`src/design/encoder_loss_pkg.sv`:
```
`default_nettype none

package encoder_loss_pkg;

  // ----------------------------------------------------------------------
  // Clock and timing
  // ----------------------------------------------------------------------
  // Core clock rate in hertz.
  localparam int CLK_HZ = 100_000_000;
  // One time base step of the delay timers, in microseconds.
  localparam int MS_TICK_US = 1000;
  // Cycles per delay timer step, derived from the rate.
  localparam int MS_TICK_CYCLES = (CLK_HZ / 1_000_000) * MS_TICK_US;
  // Frequency sampling period, in microseconds.
  localparam int SAMPLE_PERIOD_US = 1000;
  // Cycles per sampling period.
  localparam int SAMPLE_PERIOD_CYCLES =
    (CLK_HZ / 1_000_000) * SAMPLE_PERIOD_US;
  // Fixed high-speed loss delay, in milliseconds.
  localparam logic [15:0] HIGH_SPEED_DELAY_MS = 16'h0028;
  // Largest low-speed loss delay, in milliseconds (64.000 s).
  localparam logic [15:0] LOW_SPEED_DELAY_MAX_MS = 16'hfa00;

  // ----------------------------------------------------------------------
  // Encoder settings
  // ----------------------------------------------------------------------
  // Default pulses per revolution of the encoder.
  localparam int PULSES_PER_REV_DEFAULT = 1024;
  // Channel A edges without a channel B edge that mark channel B as lost.
  localparam logic [3:0] B_FAULT_EDGES = 4'h4;

  // ----------------------------------------------------------------------
  // Control mode selector codes
  // ----------------------------------------------------------------------
  localparam logic [7:0] MODE_SPEED_ENCODER = 8'h15;  // Speed loop, 21.
  localparam logic [7:0] MODE_TORQUE_ENCODER = 8'h17; // Torque loop, 23.

  // ----------------------------------------------------------------------
  // Loss reaction selector codes
  // ----------------------------------------------------------------------
  localparam logic REACT_COAST_STOP = 1'b0;
  localparam logic REACT_SENSORLESS = 1'b1;

  // ----------------------------------------------------------------------
  // Encoder status word layout
  // ----------------------------------------------------------------------
  localparam int STAT_ACTIVE = 0;
  localparam int STAT_FAULT = 1;
  localparam int STAT_SIGNAL_OK = 2;
  localparam int STAT_LOW_SPEED_LOSS = 3;
  localparam int STAT_SINGLE_EDGE = 4;
  localparam logic [15:0] STATUS_RESET = 16'h0000;

endpackage

`default_nettype wire

```
`src/design/encoder_loss_monitor.sv`:
```
`default_nettype none

// Function
// - Low-speed fault when either condition set holds.
// - Set one: slow, stalled, torque limited, delayed.
// - Set two: slow, last sample slow, B lost.
// - Zero threshold disables all loss monitoring.
// - Reload limits on start-up change or optimisation.
// - Low-speed delay spans zero to 64 seconds.
// - Zero delay disables low-speed loss detection.
// - High-speed detection stays on without low-speed.
// - Low-speed checks only below the threshold.
// - Encoder modes are codes 21 and 23.
// - Publish measured rotor speed.
// - Publish rotor angle, absent for single channel.
// - Five status bits, active through single edge.
// - High-speed fault after fixed 40 ms delay.
// - Reaction is coast stop or sensorless alarm.
module encoder_loss_monitor
  import encoder_loss_pkg::*;
#(
  parameter int SAMPLE_CYCLES = SAMPLE_PERIOD_CYCLES,
  parameter int MS_CYCLES = MS_TICK_CYCLES,
  parameter int PULSES_PER_REV = PULSES_PER_REV_DEFAULT
) (
  input wire logic clk_i,
  input wire logic reset_n_i,
  input wire logic enc_a_i,
  input wire logic enc_b_i,
  input wire logic encoder_enable_i,
  input wire logic single_channel_i,
  input wire logic single_edge_i,
  input wire logic [7:0] control_mode_selector_i,
  input wire logic [15:0] speed_difference_threshold_i,
  input wire logic [15:0] low_speed_loss_delay_i,
  input wire logic [15:0] motor_startup_time_i,
  input wire logic speed_loop_optimisation_request_i,
  input wire logic loss_reaction_select_i,
  input wire logic setpoint_positive_i,
  input wire logic torque_limited_i,
  input wire logic fault_ack_i,
  output logic encoder_loss_fault_o,
  output logic coast_stop_o,
  output logic loss_alarm_o,
  output logic sensorless_vector_control_o,
  output logic [15:0] measured_rotor_speed_o,
  output logic [15:0] rotor_angle_value_o,
  output logic [15:0] encoder_status_word_o
);

  // ----------------------------------------------------------------------
  // Elaboration checks
  // ----------------------------------------------------------------------
  // The angle counter is 16 bits wide and the time bases need one cycle.
  if (PULSES_PER_REV < 1 || PULSES_PER_REV > 16384) begin : g_ppr_check
    $error("PULSES_PER_REV must lie in 1..16384");
  end
  if (SAMPLE_CYCLES < 1 || MS_CYCLES < 1) begin : g_time_check
    $error("SAMPLE_CYCLES and MS_CYCLES must be at least 1");
  end

  // Last angle before the wrap: edges per revolution in quadrature counting, less one.
  localparam logic [15:0] ANGLE_WRAP = 16'(PULSES_PER_REV * 4 - 1);

  // Absolute difference of two frequency samples.
  function automatic logic [15:0] abs_diff(input logic [15:0] x,
                                           input logic [15:0] y);
    abs_diff = (x > y) ? (x - y) : (y - x);
  endfunction

  // ----------------------------------------------------------------------
  // Pin synchronisers
  // ----------------------------------------------------------------------
  logic a_meta, a_sync, a_last; // Channel A, two stages and history.
  logic b_meta, b_sync, b_last; // Channel B, two stages and history.

  // Encoder pins are asynchronous; only the second stage is used.
  always_ff @(posedge clk_i or negedge reset_n_i) begin
    if (!reset_n_i) begin
      {a_meta, a_sync, a_last} <= 3'h0;
      {b_meta, b_sync, b_last} <= 3'h0;
    end else begin
      {a_meta, a_sync, a_last} <= {enc_a_i, a_meta, a_sync};
      {b_meta, b_sync, b_last} <= {enc_b_i, b_meta, b_sync};
    end
  end

  wire a_edge = a_sync ^ a_last;
  wire b_edge = (b_sync ^ b_last) && !single_channel_i;
  // Forward when the moving channel differs from the other after A moves.
  wire fwd = a_edge ? (a_sync ^ b_sync) : !(a_sync ^ b_sync);
  // Single edge measurement counts only rising edges of channel A.
  wire counted_edge = single_edge_i ? (a_sync && !a_last)
                                    : (a_edge || b_edge);

  // ----------------------------------------------------------------------
  // Time bases
  // ----------------------------------------------------------------------
  logic [31:0] sample_count; // Cycles into the sampling period.
  logic [31:0] ms_count; // Cycles into the delay time step.
  wire sample_strobe = (sample_count == 32'(SAMPLE_CYCLES - 1));
  wire ms_tick = (ms_count == 32'(MS_CYCLES - 1));

  // Free-running dividers for sampling and delay timing.
  always_ff @(posedge clk_i or negedge reset_n_i) begin
    if (!reset_n_i) begin
      sample_count <= 32'h0;
      ms_count <= 32'h0;
    end else begin
      sample_count <= sample_strobe ? 32'h0 : sample_count + 32'h1;
      ms_count <= ms_tick ? 32'h0 : ms_count + 32'h1;
    end
  end

  // ----------------------------------------------------------------------
  // Frequency sampling
  // ----------------------------------------------------------------------
  logic [15:0] edge_count; // Edges in the running period, saturating.
  logic [15:0] freq_now; // Latest sampled frequency, edges per period.
  logic [15:0] freq_prev; // The sample before it.
  logic [15:0] angle; // Position within one revolution.

  // Edges of a period become the sample at its end.
  always_ff @(posedge clk_i or negedge reset_n_i) begin
    if (!reset_n_i) begin
      edge_count <= 16'h0;
      freq_now <= 16'h0;
      freq_prev <= 16'h0;
    end else if (sample_strobe) begin
      edge_count <= 16'h0;
      freq_now <= edge_count;
      freq_prev <= freq_now;
    end else if (counted_edge && edge_count != 16'hffff) begin
      edge_count <= edge_count + 16'h1;
    end
  end

  // Angle wraps at one revolution in either direction.
  always_ff @(posedge clk_i or negedge reset_n_i) begin
    if (!reset_n_i) begin
      angle <= 16'h0;
    end else if (a_edge || b_edge) begin
      if (fwd) begin
        angle <= (angle == ANGLE_WRAP) ? 16'h0 : angle + 16'h1;
      end else begin
        angle <= (angle == 16'h0) ? ANGLE_WRAP : angle - 16'h1;
      end
    end
  end

  // Actual frequency smooths the last two samples.
  wire [16:0] freq_sum = {1'b0, freq_now} + {1'b0, freq_prev};
  wire [15:0] actual_freq = freq_sum[16:1];
  wire [15:0] freq_step = abs_diff(freq_now, freq_prev);

  // ----------------------------------------------------------------------
  // Channel B supervision
  // ----------------------------------------------------------------------
  logic [3:0] a_since_b; // A edges seen since the last B edge.

  // B is lost when A keeps moving and B stays still.
  always_ff @(posedge clk_i or negedge reset_n_i) begin
    if (!reset_n_i) begin
      a_since_b <= 4'h0;
    end else if (b_edge || single_channel_i) begin
      a_since_b <= 4'h0;
    end else if (a_edge && a_since_b != B_FAULT_EDGES) begin
      a_since_b <= a_since_b + 4'h1;
    end
  end
  wire b_fault = (a_since_b == B_FAULT_EDGES);

  // ----------------------------------------------------------------------
  // Limit reload
  // ----------------------------------------------------------------------
  logic [15:0] thr_eff; // Threshold in force.
  logic [15:0] delay_eff; // Low-speed delay in force, milliseconds.
  logic [15:0] startup_last; // Start-up time seen last cycle.
  logic opt_last; // Optimisation request seen last cycle.
  logic load_pending; // Forces a first load after reset.
  wire opt_rise = speed_loop_optimisation_request_i && !opt_last;
  wire reload = load_pending || opt_rise ||
                (motor_startup_time_i != startup_last);
  // The delay is clipped to its documented span.
  wire [15:0] delay_clip = (low_speed_loss_delay_i > LOW_SPEED_DELAY_MAX_MS)
                           ? LOW_SPEED_DELAY_MAX_MS : low_speed_loss_delay_i;

  // Limits change only on a reload, so a half-written value is never used.
  always_ff @(posedge clk_i or negedge reset_n_i) begin
    if (!reset_n_i) begin
      thr_eff <= 16'h0;
      delay_eff <= 16'h0;
      startup_last <= 16'h0;
      opt_last <= 1'b0;
      load_pending <= 1'b1;
    end else begin
      startup_last <= motor_startup_time_i;
      opt_last <= speed_loop_optimisation_request_i;
      load_pending <= 1'b0;
      if (reload) begin
        thr_eff <= speed_difference_threshold_i;
        delay_eff <= delay_clip;
      end
    end
  end

  // ----------------------------------------------------------------------
  // Loss conditions
  // ----------------------------------------------------------------------
  wire mode_ok = (control_mode_selector_i == MODE_SPEED_ENCODER) ||
                 (control_mode_selector_i == MODE_TORQUE_ENCODER);
  wire enc_active = encoder_enable_i && mode_ok;
  wire monitor_on = enc_active && (thr_eff != 16'h0);
  // High-speed path ignores the low-speed delay entirely.
  wire hs_cond = monitor_on && (actual_freq > thr_eff) &&
                 (freq_step > thr_eff);
  // Low-speed path needs a non-zero delay and a slow shaft.
  wire low_zone = monitor_on && (delay_eff != 16'h0) &&
                  (actual_freq < thr_eff);
  wire speed_zero = (freq_now == 16'h0);
  wire hs_expired;
  wire ls_expired;
  wire case1 = low_zone && speed_zero && torque_limited_i &&
               ls_expired;
  wire case2 = low_zone && (freq_now < thr_eff) && b_fault;
  wire ls_loss = case1 || case2;
  wire fault_set = hs_expired || ls_loss;

  // Fixed delay before a high-speed loss is reported.
  hold_timer u_hs_timer (
    .clk_i(clk_i),
    .reset_n_i(reset_n_i),
    .tick_i(ms_tick),
    .run_i(hs_cond),
    .limit_i(HIGH_SPEED_DELAY_MS),
    .expired_o(hs_expired)
  );

  // Stall with a positive setpoint must outlast the programmed delay.
  hold_timer u_ls_timer (
    .clk_i(clk_i),
    .reset_n_i(reset_n_i),
    .tick_i(ms_tick),
    .run_i(low_zone && speed_zero && setpoint_positive_i),
    .limit_i(delay_eff),
    .expired_o(ls_expired)
  );

  // ----------------------------------------------------------------------
  // Fault latch and outputs
  // ----------------------------------------------------------------------
  logic fault; // Latched encoder-loss fault.
  logic ls_flag; // Latched cause: low-speed path.
  // A new loss in the acknowledge cycle wins over the acknowledge.
  wire next_fault = fault_set || (fault && !fault_ack_i);
  wire next_ls_flag = ls_loss || (ls_flag && !fault_ack_i);
  wire [15:0] next_status = {11'h0, single_edge_i, next_ls_flag,
                             enc_active && !next_fault && !b_fault,
                             next_fault, enc_active};

  // Every output is registered so the far side sees clean levels.
  always_ff @(posedge clk_i or negedge reset_n_i) begin
    if (!reset_n_i) begin
      fault <= 1'b0;
      ls_flag <= 1'b0;
      encoder_loss_fault_o <= 1'b0;
      coast_stop_o <= 1'b0;
      loss_alarm_o <= 1'b0;
      sensorless_vector_control_o <= 1'b0;
      measured_rotor_speed_o <= 16'h0;
      rotor_angle_value_o <= 16'h0;
      encoder_status_word_o <= STATUS_RESET;
    end else begin
      fault <= next_fault;
      ls_flag <= next_ls_flag;
      encoder_loss_fault_o <= next_fault;
      coast_stop_o <= next_fault &&
                      (loss_reaction_select_i == REACT_COAST_STOP);
      loss_alarm_o <= next_fault &&
                      (loss_reaction_select_i == REACT_SENSORLESS);
      sensorless_vector_control_o <= next_fault &&
                      (loss_reaction_select_i == REACT_SENSORLESS);
      measured_rotor_speed_o <= freq_now;
      // No angle can be known from one channel.
      rotor_angle_value_o <= single_channel_i ? 16'h0 : angle;
      encoder_status_word_o <= next_status;
    end
  end

endmodule

`default_nettype wire

```
`src/design/hold_timer.sv`:
```
`default_nettype none

// Counts time steps while a condition holds and flags when the count has
// passed a programmed limit. Any gap in the condition restarts the count.
module hold_timer (
  input wire logic clk_i,
  input wire logic reset_n_i,
  input wire logic tick_i,
  input wire logic run_i,
  input wire logic [15:0] limit_i,
  output logic expired_o
);

  // ----------------------------------------------------------------------
  // Step counter
  // ----------------------------------------------------------------------
  // Steps counted so far; it saturates so a long hold never wraps.
  logic [15:0] count;

  // Count only while the condition holds, stop once past the limit.
  always_ff @(posedge clk_i or negedge reset_n_i) begin
    if (!reset_n_i) begin
      count <= 16'h0000;
    end else if (!run_i) begin
      count <= 16'h0000;
    end else if (tick_i && count <= limit_i && count != 16'hffff) begin
      count <= count + 16'h0001;
    end
  end

  // Strictly longer than the limit, so the hold always exceeds it.
  assign expired_o = run_i && (count > limit_i);

endmodule

`default_nettype wire

```
`config.mk`:
```
export PLATFORM = sky130hd
export DESIGN_NAME = encoder_loss_monitor
export DESIGN_NICKNAME = d
export VERILOG_FILES = /design/src/design/encoder_loss_pkg.sv /design/src/design/encoder_loss_monitor.sv /design/src/design/hold_timer.sv
export SDC_FILE = /design/constraint.sdc
export NUM_CORES = 1
export LEC_CHECK = 0
export ABC_AREA = 1
export ABC_CLOCK_PERIOD_IN_PS = 3700
export BUFFER_PORTS_ARGS = -buffer_cell sky130_fd_sc_hd__buf_2
export CORE_ASPECT_RATIO = 0.7
export CORE_UTILIZATION = 35
export DETAILED_ROUTE_END_ITERATION = 12
export PLACE_DENSITY = 0.53
export SETUP_SLACK_MARGIN = 0.2
export SLEW_MARGIN = 20
export SYNTH_ARGS = -nofsm -noshare
export SYNTH_HDL_FRONTEND = slang
export SYNTH_SLANG_ARGS = --single-unit
```
`constraint.sdc`:
```
create_clock -name clk_i -period 3.7 [get_ports clk_i]
set_clock_uncertainty 0.05 [all_clocks]
set_input_delay 0.185 -clock clk_i [delete_from_list [all_inputs] [get_ports clk_i]]
set_output_delay 0.185 -clock clk_i [all_outputs]
set_load 0.02 [all_outputs]
```
==> flow_summary_export.csv, run 1 <==
group,metric,value,unit
run_status,status,"finished, final reports clean",
worst_setup_path,cp-end-kind,"flop",
worst_setup_path,r2r_cells,18,
logic_synthesis,synth_top_area_share,38.6,%
power,power,7.10,mW
power,vdd_drop_max,365,uV
logic_synthesis,synthFlopType,"dfrtp_1",
timing,worstMarginPinSlew,674,ps
logic_synthesis,synthTopCellsByCount,"398 x nand2_1, 337 x inv_1, 258 x dfrtp_1",
route,drt_pass1_iterations,5,
worst_setup_path,crit_type,"flop to flop",
worst_setup_path,r2r_start,"freq_now[10]$_DFFE_PN0N_",
timing,fin_crit_sh,95.5,%
place,placed_area,18200,um^2
worst_setup_path,start_kind,"flop",
worst_setup_path,slowest_stage,"dfrtp_1",
route,drt_iter0_drc,1018,
logic_synthesis,ys_warn_count,0,
global_routing,grt_use_total,19.2,%
global_routing,antenna_found_initial,1,
route,routedWlPerCell,15.3,um
worst_setup_path,crit_fanout,5,
die,pin_count,120,
layout,stdcell_area,20300,um^2
die,core,46800,um^2
logic_synthesis,async_flop_share,100,%
clock_network,cts_max_level,1,
timing,maxSlewHeadroom,55.0,%
die,fp.dieW,263,um
timing,final.setup.tns,0,ps
layout,num_antenna_cells,0,
route,remaining_drc_errors,0,
logic_synthesis,ys_seq_elements,259,
route,antenna_left,0,
die,start_util,35.7,%
logic_synthesis,synth-edff-count,0,
timing,rsz0062_at_grt,"yes",
logic_synthesis,avgSynthCellArea,7.72,um^2
power,power_density,349,nW/um^2
timing,fmax,283,MHz
logic_synthesis,yosys.cell_types.count,60,
logic_synthesis,synth.area.top_cells,"dfrtp_1 39%, ha_1 9.2%, nand2_1 8.9%",
global_routing,grt_max_degree,83,
run,drv_cap,0,
timing,timing.final.ws_setup,168,ps
place,dp_hpwl,35400,um
logic_synthesis,postSynthCellCount,2168,
global_routing,grt_pass1_vias,14400,
layout,syn_to_final_growth,21.5,%
logic_synthesis,synth_most_common_cell,"nand2_1",
timing,holdWs,161,ps
clock_network,clock_sinks,259,
hold_path,hold_path_depth,7,
worst_setup_path,rrSetupSlack,170,ps
layout,final_core_util,43.4,%
route,routed_via_density,4.85,
worst_setup_path,path_cells,"inv_1 -> ha_1 -> buf_4 -> o21ai_0 -> a31oi_1 -> nand3_1 -> a31oi_1 -> xor2_1 -> ha_1 -> nand4_1 -> nor2_2 -> nand2_1 -> nand3_1 -> nor2_2 -> nand4_1 -> buf_4 -> nand3_2 -> nor2_2",
route,wirelength,46200,um
hold_path,hold_path.class,"input pin to flop",
worst_setup_path,arrival,3930,ps
hold_path,hp-start,"torque_limited_i",
worst_setup_path,endpoint,"encoder_status_word_o[2]$_DFF_PN0_",
power,leakage,10.2,nW
logic_synthesis,ys_seq_area_share,38.7,%
global_routing,grt_pass1_wl,75700,um
worst_setup_path,cpMostUsedCell,"nor2_2",
clock_network,path_clk_slew,60,ps
worst_setup_path,worstSetupStartpoint,"freq_now[10]$_DFFE_PN0N_",
timing,setup_viol,0,
timing,fin_crit,3530,ps
die,fp-row-count,66,
clock_network,cts_root_buf,"clkbuf_16",
clock_network,clock_latency,570,ps
place,dp_worst_setup_slack,31.4,ps
place,placedCellCount,2903,
logic_synthesis,synth_area_leader_cell,"dfrtp_1",
clock_network,cts_inserted_buffers,28,
worst_setup_path,reg2reg_to,"encoder_status_word_o[2]$_DFF_PN0_",
timing,finalHoldViolations,0,
layout,drive_above_1_share,16.5,%
layout,finalNonFillerCells,3023,
place,place_congestion,0.919,
timing,slew_violations,0,
place,port_buffers,107,
logic_synthesis,synth.cell_area,16700,um^2
worst_setup_path,required,4100,ps
layout,nNetsFinal,2587,
clock_network,cts_buffer_depth,3,
worst_setup_path,critical-path-max-stage-delay,350,ps
global_routing,overflow,0,
die,dieArea,48700,um^2
route,routed-via-count,14700,
clock_network,cts_tree,"built",
die,fp.dieH,185,um
[power by group]
part           switching (mW)  internal [mW]
logic                   0.715          0.380
clock network            1.20           1.61
registers               0.185           3.01
total                    2.10           5.00
[worst min-delay path by stage]
stage                                    endpoint
2_1_floorplan                    a_last$_DFF_PN0_
3_3_place_gp            startup_last[4]$_DFF_PN0_
3_5_place_dp            startup_last[0]$_DFF_PN0_
4_1_cts        encoder_status_word_o[3]$_DFF_PN0_
5_1_grt        encoder_status_word_o[3]$_DFF_PN0_
6_report       encoder_status_word_o[3]$_DFF_PN0_
[final cells by class]
cell class | count | area, um^2
clock buffers | 37 | 774
clock inverters | 11 | 129
fillers | 4741 | 26500
inverters | 364 | 1380
multi-input cells | 1505 | 9070
flip-flops and latches | 259 | 6480
well taps | 612 | 766
repair buffers | 235 | 1730
[kinds of logic (layout without fill, tap and decap cells)]
logic type	count (synthesis)	in the layout	share of synthesized area, %
AOI/OAI and AO/OA	299	299	9.69
xor gates and xnor gates	112	112	5.86
adders and majority gates	126	126	9.55
buffers and inverters	415	647	10.1
DFF	259	259	38.7
muxes	1	1	0.0598
other	1	12	0.0224
and+or+nand+nor	955	955	26.0
[sequential cells by signal (all words and copies together) (netlist names), 16 cells and up]
register,count
edge_count,16
u_ls_timer.count,16
rotor_angle_value_o,16
thr_eff,16
delay_eff,16
freq_prev,16
u_hs_timer.count,16
angle,16
freq_now,16
ms_count,32
sample_count,32
measured_rotor_speed_o,16
startup_last,16
[cell usage in the layout, fill, tap and decap left out, types with 61 or more instances in the layout]
cell       n
a21oi_1   91
nand3_1  114
buf_4     61
o21ai_0   80
inv_1    331
nand2_1  383
xor2_1    90
buf_2    106
nor2_1   224
dfrtp_1  258
ha_1     108
[metal layers]
metal  share of wire [%]  wire [um]  vias up  global-route usage, %
met4                 1.6        736        0                   3.65
met3                 5.3       2460       42                   2.61
li1                    -          -     7378                      -
met5                   0          0        -                      0
met2                  41      18800      327                   28.4
met1                  52      24200     6905                   29.6
[worst max-delay path: cells and delay by family (launching register included)]
kind                       cells  cell delay [ps]
and+or+nand+nor                9             1080
buffers and inverters          3              460
AOI/OAI and AO/OA              3              660
adders and majority gates      2              620
DFF                            1              350
xor gates and xnor gates       1              190
[timing repair]
action	4_1_cts	5_1_grt
endpoints found under the setup margin	32	37
cloned	1	0
hold buffers	59	0
pin swaps	11	30
buffers inserted	6	6
resized for setup	38	91
endpoints found under the hold margin	152	0
Power figures use the tool's default switching activity.
==> inputs of run 2 (changes only) <==
ABC_AREA = unset   (was 1)
ABC_CLOCK_PERIOD_IN_PS = 4320   (was 3700)
clock period = 4.32 ns   (was 3.7 ns; I/O delays follow)
==> flow_summary_export.csv, run 2 <==
group,metric,value,unit
run_status,status,"complete, but fails checks",
run_status,violations,"DRC",
logic_synthesis,avgSynthCellArea,9.76,um^2
worst_setup_path,crit_fanout,4,
worst_setup_path,required,4760,ps
logic_synthesis,synth_area_leader_cell,"dfrtp_1",
layout,most-common-layout-cells,"258 x dfrtp_1, 114 x nor2_1, 112 x ha_1",
clock_network,clock_sinks,259,
place,placedCellCount,2179,
power,leakage,8.80,nW
layout,num-fill-cells,3933,
logic_synthesis,synth_most_common_cell,"dfrtp_1",
route,wirelength,37500,um
clock_network,cts_tree,"built",
power,power_density,322,nW/um^2
die,start_util,35.8,%
route,drt_iter0_drc,660,
power,vdd_drop_max,335,uV
route,routedWlPerCell,16.2,um
logic_synthesis,postSynthCellCount,1514,
die,fp-row-count,62,
timing,fmax,242,MHz
timing,fin_crit,4120,ps
die,pin_count,120,
layout,nNetsFinal,1939,
worst_setup_path,crit_type,"flop to flop",
worst_setup_path,cp-end-kind,"flop",
logic_synthesis,yosys.cell_types.count,74,
logic_synthesis,synthTopCellsByCount,"258 x dfrtp_1, 123 x ha_1, 122 x nor2_1",
clock_network,path_clk_slew,60,ps
route,remaining_drc_errors,3,
logic_synthesis,synth.cell_area,14800,um^2
logic_synthesis,ys_seq_area_share,43.9,%
global_routing,overflow,0,
timing,timing.final.ws_setup,196,ps
route,antenna_left,0,
timing,rsz0062_at_grt,"yes",
global_routing,grt_pass1_vias,11700,
place,place_congestion,0.886,
layout,finalNonFillerCells,2309,
global_routing,grt_use_total,17.7,%
timing,final.setup.tns,0,ps
timing,finalHoldViolations,0,
layout,syn_to_final_growth,24.9,%
clock_network,cts_inserted_buffers,28,
route,routed-via-count,11600,
clock_network,cts_buffer_depth,3,
die,fp.dieW,248,um
global_routing,grt_max_degree,121,
timing,maxSlewHeadroom,36.9,%
logic_synthesis,async_flop_share,100,%
die,core,41300,um^2
timing,fin_crit_sh,95.5,%
die,dieArea,43100,um^2
worst_setup_path,r2r_cells,18,
route,drt_pass1_iterations,9,
run,drv_cap,0,
logic_synthesis,ys_warn_count,0,
place,dp_worst_setup_slack,-112,ps
place,port_buffers,107,
clock_network,clock_latency,560,ps
timing,slew_violations,0,
worst_setup_path,start_kind,"flop",
place,dp_hpwl,27100,um
logic_synthesis,ys_seq_elements,259,
logic_synthesis,synth.area.top_cells,"dfrtp_1 44%, ha_1 10%, xnor2_1 4.5%",
layout,drive_above_1_share,18.9,%
timing,setup_viol,0,
clock_network,cts_root_buf,"clkbuf_16",
global_routing,antenna_found_initial,2,
logic_synthesis,synth_top_area_share,43.7,%
clock_network,cts_max_level,1,
layout,mostFrequentLayoutCell,"dfrtp_1",
logic_synthesis,synthFlopType,"dfrtp_1",
die,fp.dieH,174,um
layout,top_regs,"ms_count: 32 flops, sample_count: 32 flops",
layout,final_core_util,44.6,%
global_routing,grt_pass1_wl,61600,um
worst_setup_path,arrival,4560,ps
logic_synthesis,synth-edff-count,0,
route,routed_via_density,5.02,
hold_path,hold_path_depth,5,
hold_path,hold_path.class,"input pin to flop",
timing,worstMarginPinSlew,940,ps
==> run 2: layout make-up <==
class,count,area (um^2),share of cell area [%]
clock buffers,38,830,4.49
clock inverters,11,144,0.779
inverters,97,364,1.97
diodes,1,2.50,0.0136
flip-flops and latches,259,6480,35.1
multi-input cells,1108,8130,44.1
well taps,544,681,3.69
repair buffers,251,1820,9.88
==> run 2: metrics by stage <==
step / area, um^2 / total power [mW] / hold WS (ps)
4_1_cts: 18300 / 6.02 / 155
6_report: 18500 / 5.94 / 200
3_5_place_dp: 16300 / 3.41 / 288
2_1_floorplan: 14800 / 3.17 / -130
5_1_grt: 18500 / 6.24 / 218
3_3_place_gp: 16300 / 3.40 / 290
==> run 2: path summary, 6_finish.rpt <==
check,from,slack (ps),to
hold / removal,torque_limited_i,200,encoder_status_word_o[1]$_DFF_PN0_
hold reg to reg,a_meta$_DFF_PN0_,310,a_sync$_DFF_PN0_
min in group asynchronous,reset_n_i,260,startup_last[10]$_DFF_PN0_
setup reg to reg,freq_prev[10]$_DFFE_PN0N_,200,encoder_status_word_o[2]$_DFF_PN0_
max in group asynchronous,reset_n_i,2960,rotor_angle_value_o[12]$_DFF_PN0_
setup / recovery,freq_prev[10]$_DFFE_PN0N_,200,encoder_status_word_o[2]$_DFF_PN0_
==> run 2: critical path: stages, from the launching register on <==
cell and delay [ps]:
dfrtp_1 420, ha_4 290, nand4_1 180, nor3_2 250, o21ai_2 120, a21oi_4 220
mux2_4 340, o31ai_4 280, a21oi_2 110, xnor2_2 190, ha_1 280, a21o_1 170
a21o_1 160, a21oi_2 110, o21ai_1 80, o31a_1 280, o21a_4 160, a21oi_4 170
and4_1 220
==> run 2: cell families after synthesis <==
group / share of synthesized area, %
simple gates: 16.8
compound gates: 13.0
flops: 43.9
buf+inv: 4.56
xor+xnor: 8.35
fa+ha+maj: 10.8
mux: 2.64
other cells: 0.0254
==> run 2: metal layers <==
| layer | wire (um) | global-route usage [%] | vias to the layer above |
|---|---|---|---|
| li1 | - | - | 5765 |
| met1 | 19200 | 26.9 | 5608 |
| met2 | 16200 | 26.6 | 180 |
| met3 | 1360 | 2.44 | 48 |
| met4 | 710 | 3.81 | 0 |
| met5 | 0 | 0 | - |
==> run 2: timing repair <==
action                     CTS  global route
hold buffers                58             0
buffers inserted            15             5
hold endpoints to repair   175             0
pin swaps                   45            48
resized for setup           66            39
cloned                       1             1
setup endpoints to repair   37            37
==> run 2: report_power, final <==
group	total, mW	internal, mW	switching, mW
Combinational	0.680	0.292	0.388
Sequential	2.73	2.56	0.173
Clock	2.53	1.52	1.01
Total	5.94	4.37	1.57
